==> src/logic/hac_pkg.sv <==
package hac_pkg;
   // register map of the controller, byte addresses on the AXI4-Lite bus
   localparam logic [3:0]  HAC_OFF_CMD      = 4'h0;
   localparam logic [3:0]  HAC_OFF_STAT     = 4'h4;
   localparam logic [3:0]  HAC_OFF_SHADOW   = 4'h8;
   localparam logic [3:0]  HAC_OFF_DIV      = 4'hC;
   // command register fields
   localparam int          HAC_CMD_SEL_BIT  = 7;
   localparam int          HAC_CMD_ZERO_BIT = 3;
   localparam int          HAC_CMD_RD_BIT   = 8;
   // status register fields
   localparam int          HAC_ST_BUSY      = 0;
   localparam int          HAC_ST_ADDR_NACK = 1;
   localparam int          HAC_ST_DATA_NACK = 2;
   localparam int          HAC_ST_DROP      = 3;
   localparam int          HAC_ST_DONE      = 4;
   // shadow register field position of the volume copy
   localparam int          HAC_SHD_VOL_LSB  = 8;
   // device address on the serial bus
   localparam logic [6:0]  HAC_DEV_ADDR     = 7'h60;
   localparam logic [3:0]  HAC_ACK_BIT      = 4'h8;
   // serial clock limit and core clock rate
   localparam int          HAC_SCL_MAX_KHZ  = 400;
   localparam int          HAC_CLK_MHZ      = 125;
   // quarter of the shortest serial clock period, rounded up to whole cycles
   localparam int          HAC_QTR_CYC      = (HAC_CLK_MHZ * 1000 + 4 * HAC_SCL_MAX_KHZ - 1)
                                              / (4 * HAC_SCL_MAX_KHZ);
   localparam int          HAC_DIV_W        = 16;
   localparam logic [15:0] HAC_DIV_RST      = 16'(HAC_QTR_CYC);
   localparam logic [6:0]  HAC_SHADOW_RST   = 7'h00;
   localparam logic [1:0]  HAC_RESP_OKAY    = 2'h0;
   localparam logic [1:0]  HAC_RESP_SLVERR  = 2'h2;

   typedef enum logic [1:0] {
      HAC_IDLE  = 2'b00,
      HAC_START = 2'b01,
      HAC_BYTE  = 2'b10,
      HAC_STOP  = 2'b11
   } hac_state_t;
endpackage

==> src/logic/hac_tick_gen.sv <==
`timescale 1ns/1ps
module hac_tick_gen #(
   parameter int W = 16
) (
   input  wire logic         clk_in,    // core clock
   input  wire logic         rst_n_in,  // synchronous reset, active low
   input  wire logic         run_in,    // counts only while high
   input  wire logic [W-1:0] div_in,    // cycles between ticks
   output logic              tick_out   // one-cycle enable
);
   logic [W-1:0] cnt_r;

   always_ff @(posedge clk_in) begin
      if (!rst_n_in || !run_in) begin
         cnt_r    <= '0;
         tick_out <= 1'b0;
      end else if (cnt_r >= div_in - W'(1)) begin
         cnt_r    <= '0;
         tick_out <= 1'b1;
      end else begin
         cnt_r    <= cnt_r + W'(1);
         tick_out <= 1'b0;
      end
   end
endmodule // hac_tick_gen

==> src/logic/hac_i2c_host.sv <==
// Overview of operation
// - host alone drives the serial clock, never faster than 400 kHz
// - outside START and STOP, data line only changes while the serial clock is low
// - each transfer opens with START and closes with STOP
// - every byte is 8 bits followed by one acknowledge clock
// - address 1100000 is sent MSB first, then the read/write bit
// - host releases data line for the address acknowledge clock
// - host sends one data byte after an acknowledged write address
// - after the data acknowledge, data rises while clock is high
// - data bit 7 picks mode (0) or volume (1) register
// - mode register bit 3 is always written as zero
`timescale 1ns/1ps
module hac_i2c_host
   import hac_pkg::*;
(
   input  wire logic        core_clk_in,          // 125 MHz core clock
   input  wire logic        rst_n_in,             // synchronous reset, active low
   input  wire logic        s_axi_awvalid_in,     // write address valid
   output logic             s_axi_awready_out,    // write address ready
   input  wire logic [31:0] s_axi_awaddr_in,      // write address
   input  wire logic        s_axi_wvalid_in,      // write data valid
   output logic             s_axi_wready_out,     // write data ready
   input  wire logic [31:0] s_axi_wdata_in,       // write data
   input  wire logic [3:0]  s_axi_wstrb_in,       // write byte enables
   output logic             s_axi_bvalid_out,     // write response valid
   input  wire logic        s_axi_bready_in,      // write response ready
   output logic [1:0]       s_axi_bresp_out,      // write response
   input  wire logic        s_axi_arvalid_in,     // read address valid
   output logic             s_axi_arready_out,    // read address ready
   input  wire logic [31:0] s_axi_araddr_in,      // read address
   output logic             s_axi_rvalid_out,     // read data valid
   input  wire logic        s_axi_rready_in,      // read data ready
   output logic [31:0]      s_axi_rdata_out,      // read data
   output logic [1:0]       s_axi_rresp_out,      // read response
   output logic             scl_out,              // serial clock to device
   input  wire logic        sda_in,               // serial data line level
   output logic             sda_out,              // serial data drive value
   output logic             sda_oe_n_out,         // low while pulling data low
   output logic             busy_out              // transfer in progress
);
   hac_state_t       state_r;
   logic [1:0]       phase_r;
   logic [3:0]       bit_r;
   logic [7:0]       shift_r;
   logic [7:0]       data_hold_r;
   logic             is_addr_r;
   logic             rd_r;
   logic             nack_r;
   logic             sda_meta_r;
   logic             sda_sync_r;
   logic             tick;
   logic [15:0]      div_r;
   logic [15:0]      div_eff;
   logic [8:0]       cmd_r;
   logic             go_r;
   logic             drop_r;
   logic             addr_nack_r;
   logic             data_nack_r;
   logic             done_r;
   logic             end_evt;
   logic [6:0]       mode_shd_r;
   logic [6:0]       vol_shd_r;
   logic             aw_got_r;
   logic             w_got_r;
   logic [3:0]       aw_addr_r;
   logic             aw_hi_r;
   logic [31:0]      w_data_r;
   logic [3:0]       w_strb_r;
   logic             wr_do;
   logic [31:0]      rd_nxt;
   logic [1:0]       rresp_nxt;

   // device pins: data is only ever pulled low
   assign sda_out = 1'b0;

   // never let software push the serial clock past its limit
   assign div_eff = (div_r < HAC_DIV_RST) ? HAC_DIV_RST : div_r;

   hac_tick_gen #(
      .W        (HAC_DIV_W)
   ) u_tick (
      .clk_in   (core_clk_in),
      .rst_n_in (rst_n_in),
      .run_in   (state_r != HAC_IDLE),
      .div_in   (div_eff),
      .tick_out (tick)
   );

   always_ff @(posedge core_clk_in) begin
      if (!rst_n_in) begin
         sda_meta_r <= 1'b1;
         sda_sync_r <= 1'b1;
      end else begin
         sda_meta_r <= sda_in;
         sda_sync_r <= sda_meta_r;
      end
   end

   // write address and write data taken independently, answered together
   assign wr_do = aw_got_r && w_got_r && !s_axi_bvalid_out;

   always_ff @(posedge core_clk_in) begin
      if (!rst_n_in) begin
         s_axi_awready_out <= 1'b0;
         s_axi_wready_out  <= 1'b0;
         aw_got_r          <= 1'b0;
         w_got_r           <= 1'b0;
         aw_addr_r         <= 4'h0;
         aw_hi_r           <= 1'b0;
         w_data_r          <= 32'h0000_0000;
         w_strb_r          <= 4'h0;
      end else begin
         if (s_axi_awvalid_in && s_axi_awready_out) begin
            aw_got_r          <= 1'b1;
            aw_addr_r         <= s_axi_awaddr_in[3:0];
            aw_hi_r           <= |s_axi_awaddr_in[31:4];
            s_axi_awready_out <= 1'b0;
         end else if (!aw_got_r) begin
            s_axi_awready_out <= 1'b1;
         end
         if (s_axi_wvalid_in && s_axi_wready_out) begin
            w_got_r          <= 1'b1;
            w_data_r         <= s_axi_wdata_in;
            w_strb_r         <= s_axi_wstrb_in;
            s_axi_wready_out <= 1'b0;
         end else if (!w_got_r) begin
            s_axi_wready_out <= 1'b1;
         end
         if (s_axi_bvalid_out && s_axi_bready_in) begin
            aw_got_r <= 1'b0;
            w_got_r  <= 1'b0;
         end
      end
   end

   always_ff @(posedge core_clk_in) begin
      if (!rst_n_in) begin
         s_axi_bvalid_out <= 1'b0;
         s_axi_bresp_out  <= HAC_RESP_OKAY;
      end else if (wr_do) begin
         s_axi_bvalid_out <= 1'b1;
         if (!aw_hi_r && (aw_addr_r == HAC_OFF_CMD || aw_addr_r == HAC_OFF_STAT ||
                          aw_addr_r == HAC_OFF_SHADOW || aw_addr_r == HAC_OFF_DIV)) begin
            s_axi_bresp_out <= HAC_RESP_OKAY;
         end else begin
            s_axi_bresp_out <= HAC_RESP_SLVERR;
         end
      end else if (s_axi_bvalid_out && s_axi_bready_in) begin
         s_axi_bvalid_out <= 1'b0;
      end
   end

   // command and divider registers; a command while busy is dropped
   always_ff @(posedge core_clk_in) begin
      if (!rst_n_in) begin
         cmd_r  <= 9'h000;
         go_r   <= 1'b0;
         div_r  <= HAC_DIV_RST;
         drop_r <= 1'b0;
      end else begin
         go_r <= 1'b0;
         if (wr_do && !aw_hi_r && aw_addr_r == HAC_OFF_CMD && w_strb_r[0]) begin
            if (busy_out || go_r) begin
               drop_r <= 1'b1;
            end else begin
               cmd_r <= w_data_r[8:0];
               go_r  <= 1'b1;
            end
         end else if (wr_do && !aw_hi_r && aw_addr_r == HAC_OFF_STAT && w_strb_r[0] &&
                      w_data_r[HAC_ST_DROP]) begin
            drop_r <= 1'b0;
         end
         if (wr_do && !aw_hi_r && aw_addr_r == HAC_OFF_DIV) begin
            if (w_strb_r[0]) begin
               div_r[7:0] <= w_data_r[7:0];
            end
            if (w_strb_r[1]) begin
               div_r[15:8] <= w_data_r[15:8];
            end
         end
      end
   end

   always_comb begin
      rd_nxt    = 32'h0000_0000;
      rresp_nxt = HAC_RESP_OKAY;
      if (|s_axi_araddr_in[31:4]) begin
         rresp_nxt = HAC_RESP_SLVERR;
      end else if (s_axi_araddr_in[3:0] == HAC_OFF_CMD) begin
         rd_nxt[8:0] = cmd_r;
      end else if (s_axi_araddr_in[3:0] == HAC_OFF_STAT) begin
         rd_nxt[HAC_ST_BUSY]      = busy_out;
         rd_nxt[HAC_ST_ADDR_NACK] = addr_nack_r;
         rd_nxt[HAC_ST_DATA_NACK] = data_nack_r;
         rd_nxt[HAC_ST_DROP]      = drop_r;
         rd_nxt[HAC_ST_DONE]      = done_r;
      end else if (s_axi_araddr_in[3:0] == HAC_OFF_SHADOW) begin
         rd_nxt[6:0]                              = mode_shd_r;
         rd_nxt[HAC_SHD_VOL_LSB+6:HAC_SHD_VOL_LSB] = vol_shd_r;
      end else if (s_axi_araddr_in[3:0] == HAC_OFF_DIV) begin
         rd_nxt[15:0] = div_r;
      end else begin
         rresp_nxt = HAC_RESP_SLVERR;
      end
   end

   always_ff @(posedge core_clk_in) begin
      if (!rst_n_in) begin
         s_axi_arready_out <= 1'b0;
         s_axi_rvalid_out  <= 1'b0;
         s_axi_rdata_out   <= 32'h0000_0000;
         s_axi_rresp_out   <= HAC_RESP_OKAY;
      end else if (s_axi_arvalid_in && s_axi_arready_out) begin
         s_axi_arready_out <= 1'b0;
         s_axi_rvalid_out  <= 1'b1;
         s_axi_rdata_out   <= rd_nxt;
         s_axi_rresp_out   <= rresp_nxt;
      end else if (s_axi_rvalid_out && s_axi_rready_in) begin
         s_axi_rvalid_out <= 1'b0;
      end else if (!s_axi_rvalid_out) begin
         s_axi_arready_out <= 1'b1;
      end
   end

   // serial engine: four quarter-period steps per bit
   assign end_evt = tick && state_r == HAC_STOP && phase_r == 2'd3;

   always_ff @(posedge core_clk_in) begin
      if (!rst_n_in) begin
         state_r      <= HAC_IDLE;
         phase_r      <= 2'd0;
         bit_r        <= 4'h0;
         shift_r      <= 8'h00;
         data_hold_r  <= 8'h00;
         is_addr_r    <= 1'b1;
         rd_r         <= 1'b0;
         nack_r       <= 1'b0;
         scl_out      <= 1'b1;
         sda_oe_n_out <= 1'b1;
         busy_out     <= 1'b0;
      end else begin
         case (state_r)
            HAC_IDLE: begin
               scl_out      <= 1'b1;
               sda_oe_n_out <= 1'b1;
               if (go_r) begin
                  state_r   <= HAC_START;
                  phase_r   <= 2'd0;
                  busy_out  <= 1'b1;
                  is_addr_r <= 1'b1;
                  rd_r      <= cmd_r[HAC_CMD_RD_BIT];
                  shift_r   <= {HAC_DEV_ADDR, cmd_r[HAC_CMD_RD_BIT]};
                  data_hold_r <= cmd_r[7:0];
                  if (!cmd_r[HAC_CMD_SEL_BIT]) begin
                     data_hold_r[HAC_CMD_ZERO_BIT] <= 1'b0;
                  end
               end
            end
            HAC_START: begin
               if (tick) begin
                  phase_r <= phase_r + 2'd1;
                  if (phase_r == 2'd0) begin
                     sda_oe_n_out <= 1'b0;
                  end else if (phase_r == 2'd2) begin
                     scl_out <= 1'b0;
                  end else if (phase_r == 2'd3) begin
                     state_r <= HAC_BYTE;
                     bit_r   <= 4'h0;
                  end
               end
            end
            HAC_BYTE: begin
               if (tick) begin
                  phase_r <= phase_r + 2'd1;
                  if (phase_r == 2'd0) begin
                     // released for the acknowledge clock
                     sda_oe_n_out <= (bit_r == HAC_ACK_BIT) ? 1'b1 : shift_r[7];
                  end else if (phase_r == 2'd1) begin
                     scl_out <= 1'b1;
                  end else if (phase_r == 2'd2) begin
                     if (bit_r == HAC_ACK_BIT) begin
                        nack_r <= sda_sync_r;
                     end else begin
                        shift_r <= {shift_r[6:0], 1'b0};
                     end
                  end else begin
                     scl_out <= 1'b0;
                     if (bit_r != HAC_ACK_BIT) begin
                        bit_r <= bit_r + 4'h1;
                     end else if (nack_r || !is_addr_r || rd_r) begin
                        state_r <= HAC_STOP;
                     end else begin
                        shift_r   <= data_hold_r;
                        is_addr_r <= 1'b0;
                        bit_r     <= 4'h0;
                     end
                  end
               end
            end
            HAC_STOP: begin
               if (tick) begin
                  phase_r <= phase_r + 2'd1;
                  if (phase_r == 2'd0) begin
                     sda_oe_n_out <= 1'b0;
                  end else if (phase_r == 2'd1) begin
                     scl_out <= 1'b1;
                  end else if (phase_r == 2'd2) begin
                     sda_oe_n_out <= 1'b1;
                  end else begin
                     state_r  <= HAC_IDLE;
                     busy_out <= 1'b0;
                  end
               end
            end
            default: begin
               state_r <= HAC_IDLE;
            end
         endcase
      end
   end

   // outcome flags and the host's copy of the device registers
   always_ff @(posedge core_clk_in) begin
      if (!rst_n_in) begin
         addr_nack_r <= 1'b0;
         data_nack_r <= 1'b0;
         done_r      <= 1'b0;
         mode_shd_r  <= HAC_SHADOW_RST;
         vol_shd_r   <= HAC_SHADOW_RST;
      end else if (go_r && state_r == HAC_IDLE) begin
         addr_nack_r <= 1'b0;
         data_nack_r <= 1'b0;
         done_r      <= 1'b0;
      end else if (tick && state_r == HAC_BYTE && phase_r == 2'd3 && bit_r == HAC_ACK_BIT) begin
         if (is_addr_r) begin
            addr_nack_r <= nack_r;
         end else begin
            data_nack_r <= nack_r;
            if (!nack_r && data_hold_r[HAC_CMD_SEL_BIT]) begin
               vol_shd_r <= data_hold_r[6:0];
            end else if (!nack_r) begin
               mode_shd_r <= data_hold_r[6:0];
            end
         end
      end else if (end_evt) begin
         done_r <= 1'b1;
      end
   end
endmodule // hac_i2c_host

==> config.mk <==
export PLATFORM = sky130hd
export DESIGN_NAME = hac_i2c_host
export DESIGN_NICKNAME = d
export VERILOG_FILES = /design/src/logic/hac_pkg.sv /design/src/logic/hac_tick_gen.sv /design/src/logic/hac_i2c_host.sv
export SDC_FILE = /design/constraint.sdc
export NUM_CORES = 1
export LEC_CHECK = 0
export BUFFER_PORTS_ARGS = -buffer_cell sky130_fd_sc_hd__buf_4
export CAP_MARGIN = 20
export CORE_ASPECT_RATIO = 1.25
export CORE_UTILIZATION = 25
export DETAILED_ROUTE_END_ITERATION = 16
export PLACE_DENSITY = 0.48
export SETUP_SLACK_MARGIN = 0.3
export SLEW_MARGIN = 10
export SYNTH_ARGS = -nofsm -noshare
export SYNTH_HDL_FRONTEND = slang
export SYNTH_SLANG_ARGS = --single-unit
==> constraint.sdc <==
create_clock -name core_clk_in -period 3.9 [get_ports core_clk_in]
set_clock_uncertainty 0.1 [all_clocks]
set_input_delay 0.195 -clock core_clk_in [delete_from_list [all_inputs] [get_ports core_clk_in]]
set_output_delay 0.195 -clock core_clk_in [all_outputs]
set_load 0.03 [all_outputs]
Yosys cells after proc, flatten, opt, wreduce, memory -nomap -nowiden
Index checks and enable logic that the tools add are counted.
Cells by class
  $add $sub $neg: 4
  multipliers: 0
  div/mod/pow operators: 0
  magnitude comparators: 2
  equality and inequality tests: 43
  shift operators: 0
  multiplexer cells: 99
  bitwise logic cells: 11
  reductions and logical operators: 76
Operators by type and width (number)
  two-way mux 8 bit: 8
  OR reduction 28 bit: 2
  two-way mux 16 bit: 3
  two-way mux 2 bit: 23
  two-way mux 1 bit: 41
  two-way mux 4 bit: 10
  != test 2 bit, second input constant: 16
  logical AND 1 bit: 22
  AND reduction 2 bit: 11
  two-way mux 7 bit: 3
  equality test 4 bit, second input constant: 5
  != test 3 bit, second input constant: 6
  adder 16 x 1 -> 16 bit, second input constant: 1
  >= comparator 16 bit: 1
  < comparator 16 x 7 -> 1 bit, second input constant: 1
  one-hot mux 8 bit (2 select lines): 1
  AND reduction 8 bit: 2
  subtractor 16 x 1 -> 16 bit, second input constant: 1
  AND reduction 15 bit: 1
  nonzero test 2 bit: 7
  != test 2 x 1 -> 1 bit, second input constant: 6
  AND reduction 6 bit: 2
  OR reduction 2 bit: 6
  two-way mux 11 bit: 1
  25 further kinds: 55
Word-level totals
  register bits after elaboration: 143
  bits in latches: 0
  bits in writable memories: 0
  bits in read-only memories: 0
  output and inout port bits: 45
  memories: 0

Logic depth before layout (Yosys ltp)
Gate-level depths: netlist of the first run.
  word-level depth: 10
  mapped depth: 17
  gate-level depth less buffers: 15

By module
From an unflattened synthesis of the first run, not the netlist that was laid out.
Unflattened totals
  cell total of the unflattened synthesis: 845
  area, all modules: 7348.3 sq um
Modules (own cells, without submodules)
  hac_i2c_host: instances 1, cells each 689, area each 5959.5 sq um, seq. area each 2482.4 sq um
  hac_tick_gen: instances 1, cells each 156, area each 1388.8 sq um, seq. area each 340.3 sq um

Least setup slack after synthesis of the first run
No wires, ideal clock.
  path type: register -> register
  start: register div_r[8]
  end: register u_tick.cnt_r[10]
  library setup time: 65 ps
  arrival: 3383 ps
  setup slack: 352 ps
  stages on the path, launching flop included: 17
  buffers on the path: 2
  period minus slack after synthesis: 3548 ps
  cells stage by stage: dfxtp_1 clkbuf_1 nor4_2 nand2_1 a211oi_1 nor2_1 ha_1 nand2_1 xnor2_1 nand2b_1 ha_1 a211oi_1 nand2_1 o311ai_0 nand4_1 clkbuf_1 nor2_1
On the way
  word-level cells in the longest chain between the ends: 5
Ends and longest elaborated chain
  start, declared: RTL line hac_i2c_host.sv:52  | logic [15:0] div_r;
  start signal, assigned: RTL line hac_i2c_host.sv:178  | div_r[15:8] <= w_data_r[15:8];
  < comparator 16 x 7 -> 1 bit: RTL line hac_i2c_host.sv:77  | assign div_eff = (div_r < HAC_DIV_RST) ? HAC_DIV_RST : div_r;
  two-way mux 16 bit *: RTL line hac_i2c_host.sv:77
  subtractor 16 x 1 -> 16 bit *: RTL line hac_tick_gen.sv:17  | end else if (cnt_r >= div_in - W'(1)) begin
  >= comparator 16 bit *: RTL line hac_tick_gen.sv:17
  OR reduction 2 bit (no source line) *
  end signal, assigned: RTL line hac_tick_gen.sv:21  | cnt_r <= cnt_r + W'(1);
  end, declared: RTL line hac_tick_gen.sv:11  | logic [W-1:0] cnt_r;
Mark *: on every way between the ends. The rest lies on a longest branch, timed or not.
A chain may end at the register's enable or synchronous reset.

Worst setup path in the final report of the first run
  start: register div_r[15]
  end: register u_tick.cnt_r[7]
Same word-level chain as after synthesis.

==> run metrics, run 1 <==
outcome finished, final reports clean; FFs w/ async S/R, synth 0; gp weighted congestion ~0.79; Slew @ Worst Pin 0.928 ns; initial antenna violation count 0; RSZ-0062 raised after global routing false; Worst EP required about 4.2 ns; Max Cap Viol 0; clock slew at reported path FFs 0.07 ns; fill count 2820; Final Hold Viols 0; number of diodes 0; synth warn 0; most frequent cells in the layout dfxtp_1 (141), buf_4 (136), nand2_1 (134); worst-path fanout max 16; I/O pins 153; #FFs+latches synth 141; Vias 5902; Total Power between 3 and 4 mW; DRC 0; Worst R2R Path Depth 15; Final HPWL DP approximately 14 mm; Setup TNS Final 0 ns; Sinks on Clock Net 141; Starting DRT DRC Count 160; WL final 18.4 mm; die width 149 um; min-delay src s_axi_awvalid_in; total CTS buffers 17; CTS tree done; PD cells 398 nW/um2; gr ovfl total 0; Die Ht 186 um; Final Critical Period ~3.2 ns; most common cell after layout, fill and taps aside dfxtp_1; EDFF count, synth 0; reg-to-reg startpoint div_r[15]; final worst-path cycle share 0.824; port buffer count 115; Layout area overhead 31.8%; dpl cells 1243; remaining antenna violation count 0; Worst VDD drop ~0.25 mV; non-filler cells in the finished layout between 1000 and 1500; die area 27800 um2; via count of the first global-routing pass around 5500; WL per Instance 14.1 um; mapped cell area 6790 um2; fin nets 1081; share of cells above drive strength 1 0.205; Clock Latency Late Sink ~0.43 ns; largest net degree at the start of global routing 68; Worst Path Arrival 3.47 ns; syn_area_per_cell 8.48 um2; Seq/Total Area, Yosys 0.416; gr usage total 0.137; Initial DRT Pass Iterations 4; Rows 67; max-slew headroom at the worst pin 0.381; r2r setup slk approximately 0.69 ns; worst hold endpoint aw_addr_r[1]; Cells after Synth 800; # setup viols final 0; Pleak 3.47 nW; Worst Hold Path Cells 4; Synth cell types 66; H-tree depth 4; CP Capture Type register; Worst Hold Class in -> reg; max-slew violations 0; Via density 4.53; Fmax 0.311 GHz; Reg2Reg Capture Point u_tick.cnt_r[7]; prevailing post-synth register cell dfxtp_1; effective utilization at floorplan 0.254; clock root cell clkbuf_16; Core ar. 26700 um2; first-pass GRT wire length between 20 and 30 mm; startpoint class of the critical path register; WS Path Type reg -> reg; CTS Buffer Depth 2
==> area by class of cell <==
type / count / area [um2] / share of cell area
Clock inverter: 13 / 178 / 0.0199
Tap cell: 345 / 432 / 0.0483
Multi-Input combinational cell: 596 / 3670 / 0.410
Clock buffer: 19 / 443 / 0.0495
Timing Repair Buffer: 164 / 1310 / 0.147
Sequential cell: 141 / 2820 / 0.316
Inverter: 24 / 90.1 / 0.0101
==> worst max-delay path by stage <==
stage | start | endpoint
floorplan | div_r[8] | u_tick.cnt_r[10]
global placement | div_r[15] | u_tick.cnt_r[3]
detailed placement | div_r[15] | u_tick.cnt_r[11]
CTS | div_r[15] | u_tick.cnt_r[0]
global route | div_r[8] | u_tick.cnt_r[7]
finish | div_r[15] | u_tick.cnt_r[7]
==> kinds of logic (layout without fill, tap and decap cells) <==
| kind of cell | Yosys count | count (layout) | share of synthesized area |
|---|---|---|---|
| other | 1 | 19 | 0.000553 |
| DFF | 141 | 141 | 0.416 |
| muxes | 44 | 44 | 0.0743 |
| and+or+nand+nor | 330 | 330 | 0.235 |
| adders and majority gates | 29 | 29 | 0.0535 |
| xor gates and xnor gates | 25 | 25 | 0.0323 |
| buffers and inverters | 81 | 220 | 0.0588 |
| AOI/OAI and AO/OA | 149 | 149 | 0.129 |
==> metal layers <==
| layer | global-route usage | up-vias | share of wire |
|---|---|---|---|
| met5 | 0 | - | 0 |
| met4 | 0.0510 | 0 | 0.018 |
| met3 | 0.0288 | 17 | 0.036 |
| met2 | 0.238 | 109 | 0.51 |
| met1 | 0.165 | 2715 | 0.43 |
| li1 | - | 3061 | - |
==> registers in the layout, summed over array words and instances (netlist names), 7 cells and up <==
register,flops
w_data_r,16
shift_r,8
s_axi_rdata_out,16
vol_shd_r,7
mode_shd_r,7
cmd_r,9
data_hold_r,8
u_tick.cnt_r,16
div_r,16
==> timing repair <==
item | 4_1_cts | 5_1_grt
hold buffers | 27 | 0
hold endpoints to repair | 28 | 0
pin swaps | 0 | 3
gates resized for setup | 1 | 6
setup endpoints to repair | 17 | 17
buffers inserted | 0 | 0
==> through the flow <==
stage	instance area [um2]	hold WS, ns	utilization	setup WS [ns]
floorplan	6850	0.196	-	0.352
global placement	8020	0.287	0.300	0.261
detailed placement	8020	0.289	0.300	0.215
CTS	8910	0.0368	0.333	0.314
global route	8940	0.0432	0.334	0.337
finish	8940	0.0463	0.334	0.687
==> critical path: stages (launching register included) <==
cell and delay [ns]:
dfxtp_1 0.32, nor4_2 0.34, nand2_1 0.17, a211oi_2 0.24
nor2_1 0.10, ha_1 0.24, nand2_1 0.09, xnor2_1 0.11
nand2b_1 0.08, ha_1 0.21, a211oi_1 0.23, nand2_1 0.10
o311ai_2 0.29, nand4_1 0.20, buf_12 0.23, nor2_1 0.10
==> power breakdown <==
group          leakage [nW]  switching (mW)  internal (mW)
combinational          2.03           0.192          0.152
sequential             1.14          0.0265           1.47
clock                 0.298           0.674           1.04
total                  3.47           0.893           2.66
==> synth_stat cells, drive strengths merged, types with 10 or more instances <==
master	n	area, um2
o21ai	56	280
xnor2	10	87.6
mux2i	38	380
nor2	59	221
nand2b	13	81.3
dfxtp	141	2820
a21oi	51	255
xor2	15	131
nor4	19	125
clkbuf	26	97.6
buf	31	211
nand2	135	509
nand3	43	220
ha	29	363
inv	24	90.1
nand4	14	93.8
No activity file was read; power rests on OpenSTA's default activity.
==> run 2: changes to the inputs <==
--- a/config.mk
+++ b/config.mk
@@ -10,7 +10,7 @@
 export CORE_ASPECT_RATIO = 1.25
 export CORE_UTILIZATION = 25
 export DETAILED_ROUTE_END_ITERATION = 16
-export PLACE_DENSITY = 0.48
+export PLACE_DENSITY = 0.5
 export SETUP_SLACK_MARGIN = 0.3
 export SLEW_MARGIN = 10
 export SYNTH_ARGS = -nofsm -noshare
==> constraint.sdc (replaced) <==
create_clock -name core_clk_in -period 2.7 [get_ports core_clk_in]
set_clock_uncertainty 0.1 [all_clocks]
set_input_delay 0.135 -clock core_clk_in [delete_from_list [all_inputs] [get_ports core_clk_in]]
set_output_delay 0.135 -clock core_clk_in [all_outputs]
set_load 0.03 [all_outputs]
==> run metrics, run 2 (same netlist as run 1, synthesis figures left out) <==
Sinks on Clock Net 141; Via density 4.55; Crit-path slowest cell dfxtp_2; cell area after placement 8250 um2; die width 149 um; number of diodes 0; hold slack final 0.0171 ns; Final Hold Viols 0; clock root cell clkbuf_16; gr ovfl total 0; RSZ-0062 raised after global routing true; share of cells above drive strength 1 0.241; Setup TNS Final -5.19 ns; H-tree depth 4; initial antenna violation count 0; dpl cells 1266; Sw Share 0.243; WP buf/inv 1; CP Capture Type register; crit-path most repeated cell nand4_1; DRC 0; WL per Instance 14.1 um; max-slew violations 0; Starting DRT DRC Count about 220; Util after Layout 0.349; CTS Buffer Depth 2; remaining antenna violation count 0; first-pass GRT wire length slightly above 30 mm; Die Ht approximately 190 um; Rows 67; CP delay by family, top simple AND/OR/NAND/NOR gates; # setup viols final 17; effective utilization at floorplan 0.254; CP Cell Sequence nor4_4, nand2_1, a211oi_2, nor2_1, ha_2, nand4_1, nor4b_2, mux2i_1, ha_1, nand4_1, nor3_2, o311ai_2, nand4_1, buf_12, nor2_1; clock slew at reported path FFs roughly 0.06 ns; via count of the first global-routing pass 5883; I/O pins 153; Max Cap Viol 0; startpoint class of the critical path register; Worst Hold Class in -> reg; Vias 6087; non-filler cells in the finished layout 1338; Fmax about 0.33 GHz; Worst VDD drop roughly 0.32 mV; Setup WS pre-CTS -0.409 ns; Final Critical Period 3.02 ns; port buffer count about 120; most common cell after layout, fill and taps aside buf_4; outcome finished with violations; CTS tree done; Core ar. 26700 um2; Logic pwr share 0.102; Initial DRT Pass Iterations 4; max-slew headroom at the worst pin 0.583; worst-path fanout max 16; Pint 3.90 mW; clock network power share 0.480; fin nets roughly 1100; gp weighted congestion 0.809; largest net degree at the start of global routing 63; Slew @ Worst Pin 0.624 ns; WL final 18.9 mm; Worst EP required 2.91 ns; Pleak 3.66 nW; Final Cell Area between 9000 and 10000 um2; die area 27800 um2; gr usage total 0.140; Total Power 5.16 mW; final worst-path cycle share 1.12; switching pwr 1.26 mW; most frequent cells in the layout buf_4 (160), nand2_1 (134), dfxtp_1 (134); WS Path Type reg -> reg; violated checks setup timing; Final HPWL DP 14.4 mm; total CTS buffers 17; CP max stage delay 0.33 ns; Clock Latency Late Sink 0.42 ns; Layout area overhead 37.6%; Worst Path Arrival 3.23 ns; PnR worst setup slack -0.315 ns; Reg power frac 0.417; PD cells ~550 nW/um2
run 2: cell types whose count changed in the layout (fill, tap and decap cells not counted), sizes merged:
cell,change
buf,+25
bufinv,+1
clkbuf,-1
clkinv,+2
clkinvlp,+3
dlygate4sd3,+11
inv,-5
run 2: worst paths after layout:
path / end / slack, ns / cells after the start / startpoint
worst max-delay path: u_tick.cnt_r[3] / -0.32 / 15 / div_r[15]
worst min-delay path: s_axi_rdata_out[15] / 0.02 / 3 / s_axi_araddr_in[2]
worst max register to register: u_tick.cnt_r[3] / -0.32 / 15 / div_r[15]
worst min register to register: sda_sync_r / 0.30 / 1 / sda_meta_r
run 2: layout make-up:
| type | count | area, um2 |
|---|---|---|
| clock buffer | 18 | 429 |
| timing repair buffer | 200 | 1620 |
| tap | 345 | 432 |
| multi-input combinational | 596 | 3740 |
| inverter | 24 | 90.1 |
| sequential | 141 | 2830 |
| fill | 2778 | 17400 |
| clock inverter | 14 | 194 |
run 2: power groups by stage:
stage	Combinational (mW)	Sequential (mW)	Clock, mW
2_1_floorplan	0.272	2.22	0
3_3_place_gp	0.482	2.20	0
3_5_place_dp	0.486	2.20	0
4_1_cts	0.527	2.15	2.54
5_1_grt	0.577	2.16	2.64
6_report	0.527	2.15	2.48
run 2: worst reg2reg max path: stages, from the launching register on:
cell,delay (ns)
dfxtp_2,0.33
nor4_4,0.29
nand2_1,0.13
a211oi_2,0.25
nor2_1,0.09
ha_2,0.22
nand4_1,0.18
nor4b_2,0.09
mux2i_1,0.14
ha_1,0.30
nand4_1,0.13
nor3_2,0.17
o311ai_2,0.14
nand4_1,0.14
buf_12,0.16
nor2_1,0.05
run 2: per-layer routing:
layer	routed length (um)	vias up	track usage
li1	-	3121	-
met1	8030	2827	0.162
met2	9720	114	0.252
met3	612	25	0.0283
met4	490	0	0.0543
met5	0	-	0
run 2: what timing repair did:
action,in CTS,in global routing
gates resized for setup,5,14
setup buffers,2,0
hold buffers,38,0
setup endpoints to repair,18,23
hold endpoints to repair,32,0
pin swaps,3,6
==> run 3: changes to the inputs <==
--- a/config.mk
+++ b/config.mk
@@ -7,10 +7,9 @@
 export LEC_CHECK = 0
 export BUFFER_PORTS_ARGS = -buffer_cell sky130_fd_sc_hd__buf_4
 export CAP_MARGIN = 20
-export CORE_ASPECT_RATIO = 1.25
 export CORE_UTILIZATION = 25
 export DETAILED_ROUTE_END_ITERATION = 16
-export PLACE_DENSITY = 0.5
+export PLACE_DENSITY = 0.46
 export SETUP_SLACK_MARGIN = 0.3
 export SLEW_MARGIN = 10
 export SYNTH_ARGS = -nofsm -noshare
==> run metrics, run 3 (same netlist as run 1, synthesis figures left out) <==
remaining antenna violation count 0; Sw Share 0.244; RSZ-0062 raised after global routing true; DRC 0; WS Path Type reg -> reg; Worst Hold Path Cells 4; Final HPWL DP 13.7 mm; Util after Layout 0.357; WL met3 700 um; Worst EP required 2.96 ns; gr ovfl total 0; Setup WS pre-CTS -0.343 ns; Sinks on Clock Net 141; Fmax around 0.32 GHz; violated checks setup timing; Worst Path Arrival approximately 3.4 ns; gp weighted congestion 0.777; Slew @ Worst Pin roughly 0.69 ns; die area roughly 28000 um2; Initial DRT Pass Iterations 4; routed wl met2 around 8 mm; CTS Buffer Depth 2; PD cells around 540 nW/um2; most frequent cells in the layout buf_4 (162), dfxtp_1 (135), nand2_1 (132); clock slew at reported path FFs 0.06 ns; Final Hold Viols 0; clock network power share 0.470; CTS tree done; largest net degree at the start of global routing 44; PnR worst setup slack -0.390 ns; fin nets approximately 1100; WL per Instance 14.1 um; final worst-path cycle share 1.14; startpoint class of the critical path register; WL final roughly 19 mm; Worst Hold Class in -> reg; clock root cell clkbuf_16; first-pass GRT wire length 30.2 mm; max-slew headroom at the worst pin 0.540; Worst R2R Path Depth 14; switching pwr about 1.2 mW; port buffer count 115; initial antenna violation count 0; Clock Latency Late Sink 0.42 ns; reg-to-reg startpoint div_r[15]; Reg power frac 0.424; Worst VDD drop 0.298 mV; Die Ht 167 um; Starting DRT DRC Count 228; Via density around 4.6; r2r setup slk -0.39 ns; total CTS buffers 17; Total Power 5.09 mW; most common cell after layout, fill and taps aside buf_4; effective utilization at floorplan 0.258; Logic pwr share 0.105; worst hold endpoint aw_hi_r; Rows 59; gr usage total 0.137; Vias ~6100; Reg2Reg Capture Point u_tick.cnt_r[8]; CP Capture Type register; via count of the first global-routing pass 5775; outcome finished with violations; Final Critical Period 3.09 ns; DR top layer met4; Core ar. 26400 um2; number of diodes 0; min-delay src s_axi_awaddr_in[26]; share of cells above drive strength 1 0.261; H-tree depth 4; # setup viols final 17; die width 167 um; met1 wire length just under 10 mm; worst-path fanout max 8; Pleak 3.67 nW; I/O pins 153; Layout area overhead 38.8%; max-slew violations 0; Pint 3.85 mW; Max Cap Viol 0
run 3: changes by cell type in the layout (fill, tap and decap cells not counted), sizes merged:
cell,change
dlygate4sd3,-2
buf,+2
inv,-1
clkinv,-1
clkinvlp,-1
clkbuf,+6
bufinv,-2
run 3: critical path: stages, from the launching register on:
cell	delay, ns
dfxtp_2	0.33
nor4_4	0.31
nand2_2	0.12
a211oi_4	0.27
nor2_2	0.10
ha_4	0.18
buf_4	0.13
xor2_1	0.15
ha_1	0.28
o211ai_1	0.11
nor2_2	0.08
o311ai_2	0.27
nand4_1	0.27
clkbuf_16	0.26
nor2_2	0.07
run 3: timing repair:
item                       in CTS  in global routing
hold endpoints to repair       39                  0
hold buffers                   36                  0
gates cloned                    0                  1
setup endpoints to repair      17                 30
gates resized for setup         0                 42
setup buffers                   4                  3
pin swaps                       5                 15
run 3: power by group through the flow:
stage / clock (mW) / sequential (mW) / combinational, mW
3_5_place_dp: 0 / 2.20 / 0.473
6_report: 2.39 / 2.16 / 0.536
4_1_cts: 2.45 / 2.16 / 0.513
5_1_grt: 2.55 / 2.16 / 0.590
2_1_floorplan: 0 / 2.22 / 0.272
3_3_place_gp: 0 / 2.20 / 0.473
run 3: cell type report:
| cell class | count | area, um2 |
|---|---|---|
| Timing Repair Buffer | 201 | 1640 |
| Multi-Input combinational cell | 596 | 3830 |
| Sequential cell | 141 | 2830 |
| Clock buffer | 23 | 498 |
| Tap cell | 335 | 419 |
| Fill cell | 2740 | 16900 |
| Clock inverter | 9 | 109 |
| Inverter | 24 | 90.1 |
run 3: through the flow:
step | cell area [um2] | hold slack, ns | TNS (ns) | cells
floorplan | 6910 | 0.136 | -4.17 | 818
global placement | 8220 | 0.221 | -3.75 | 1253
detailed placement | 8220 | 0.223 | -5.24 | 1253
CTS | 9210 | 0.0110 | -5.36 | 1325
global route | 9420 | 0.0289 | -9.96 | 1329
finish | 9420 | 0.0304 | -6.27 | 1329
run 3: metal layers:
layer,vias up,GRT usage
met5,-,0
met4,0,0.0435
met3,11,0.0257
met2,138,0.206
met1,2784,0.194
li1,3129,-
run 3: worst max-delay path by stage:
stage                         start          endpoint
final                     div_r[15]   u_tick.cnt_r[8]
after global routing      div_r[15]  u_tick.cnt_r[14]
after CTS                 div_r[11]   u_tick.cnt_r[7]
after detailed placement  div_r[11]   u_tick.cnt_r[7]
after global placement     div_r[3]   u_tick.cnt_r[3]
after floorplan           div_r[11]   u_tick.cnt_r[0]
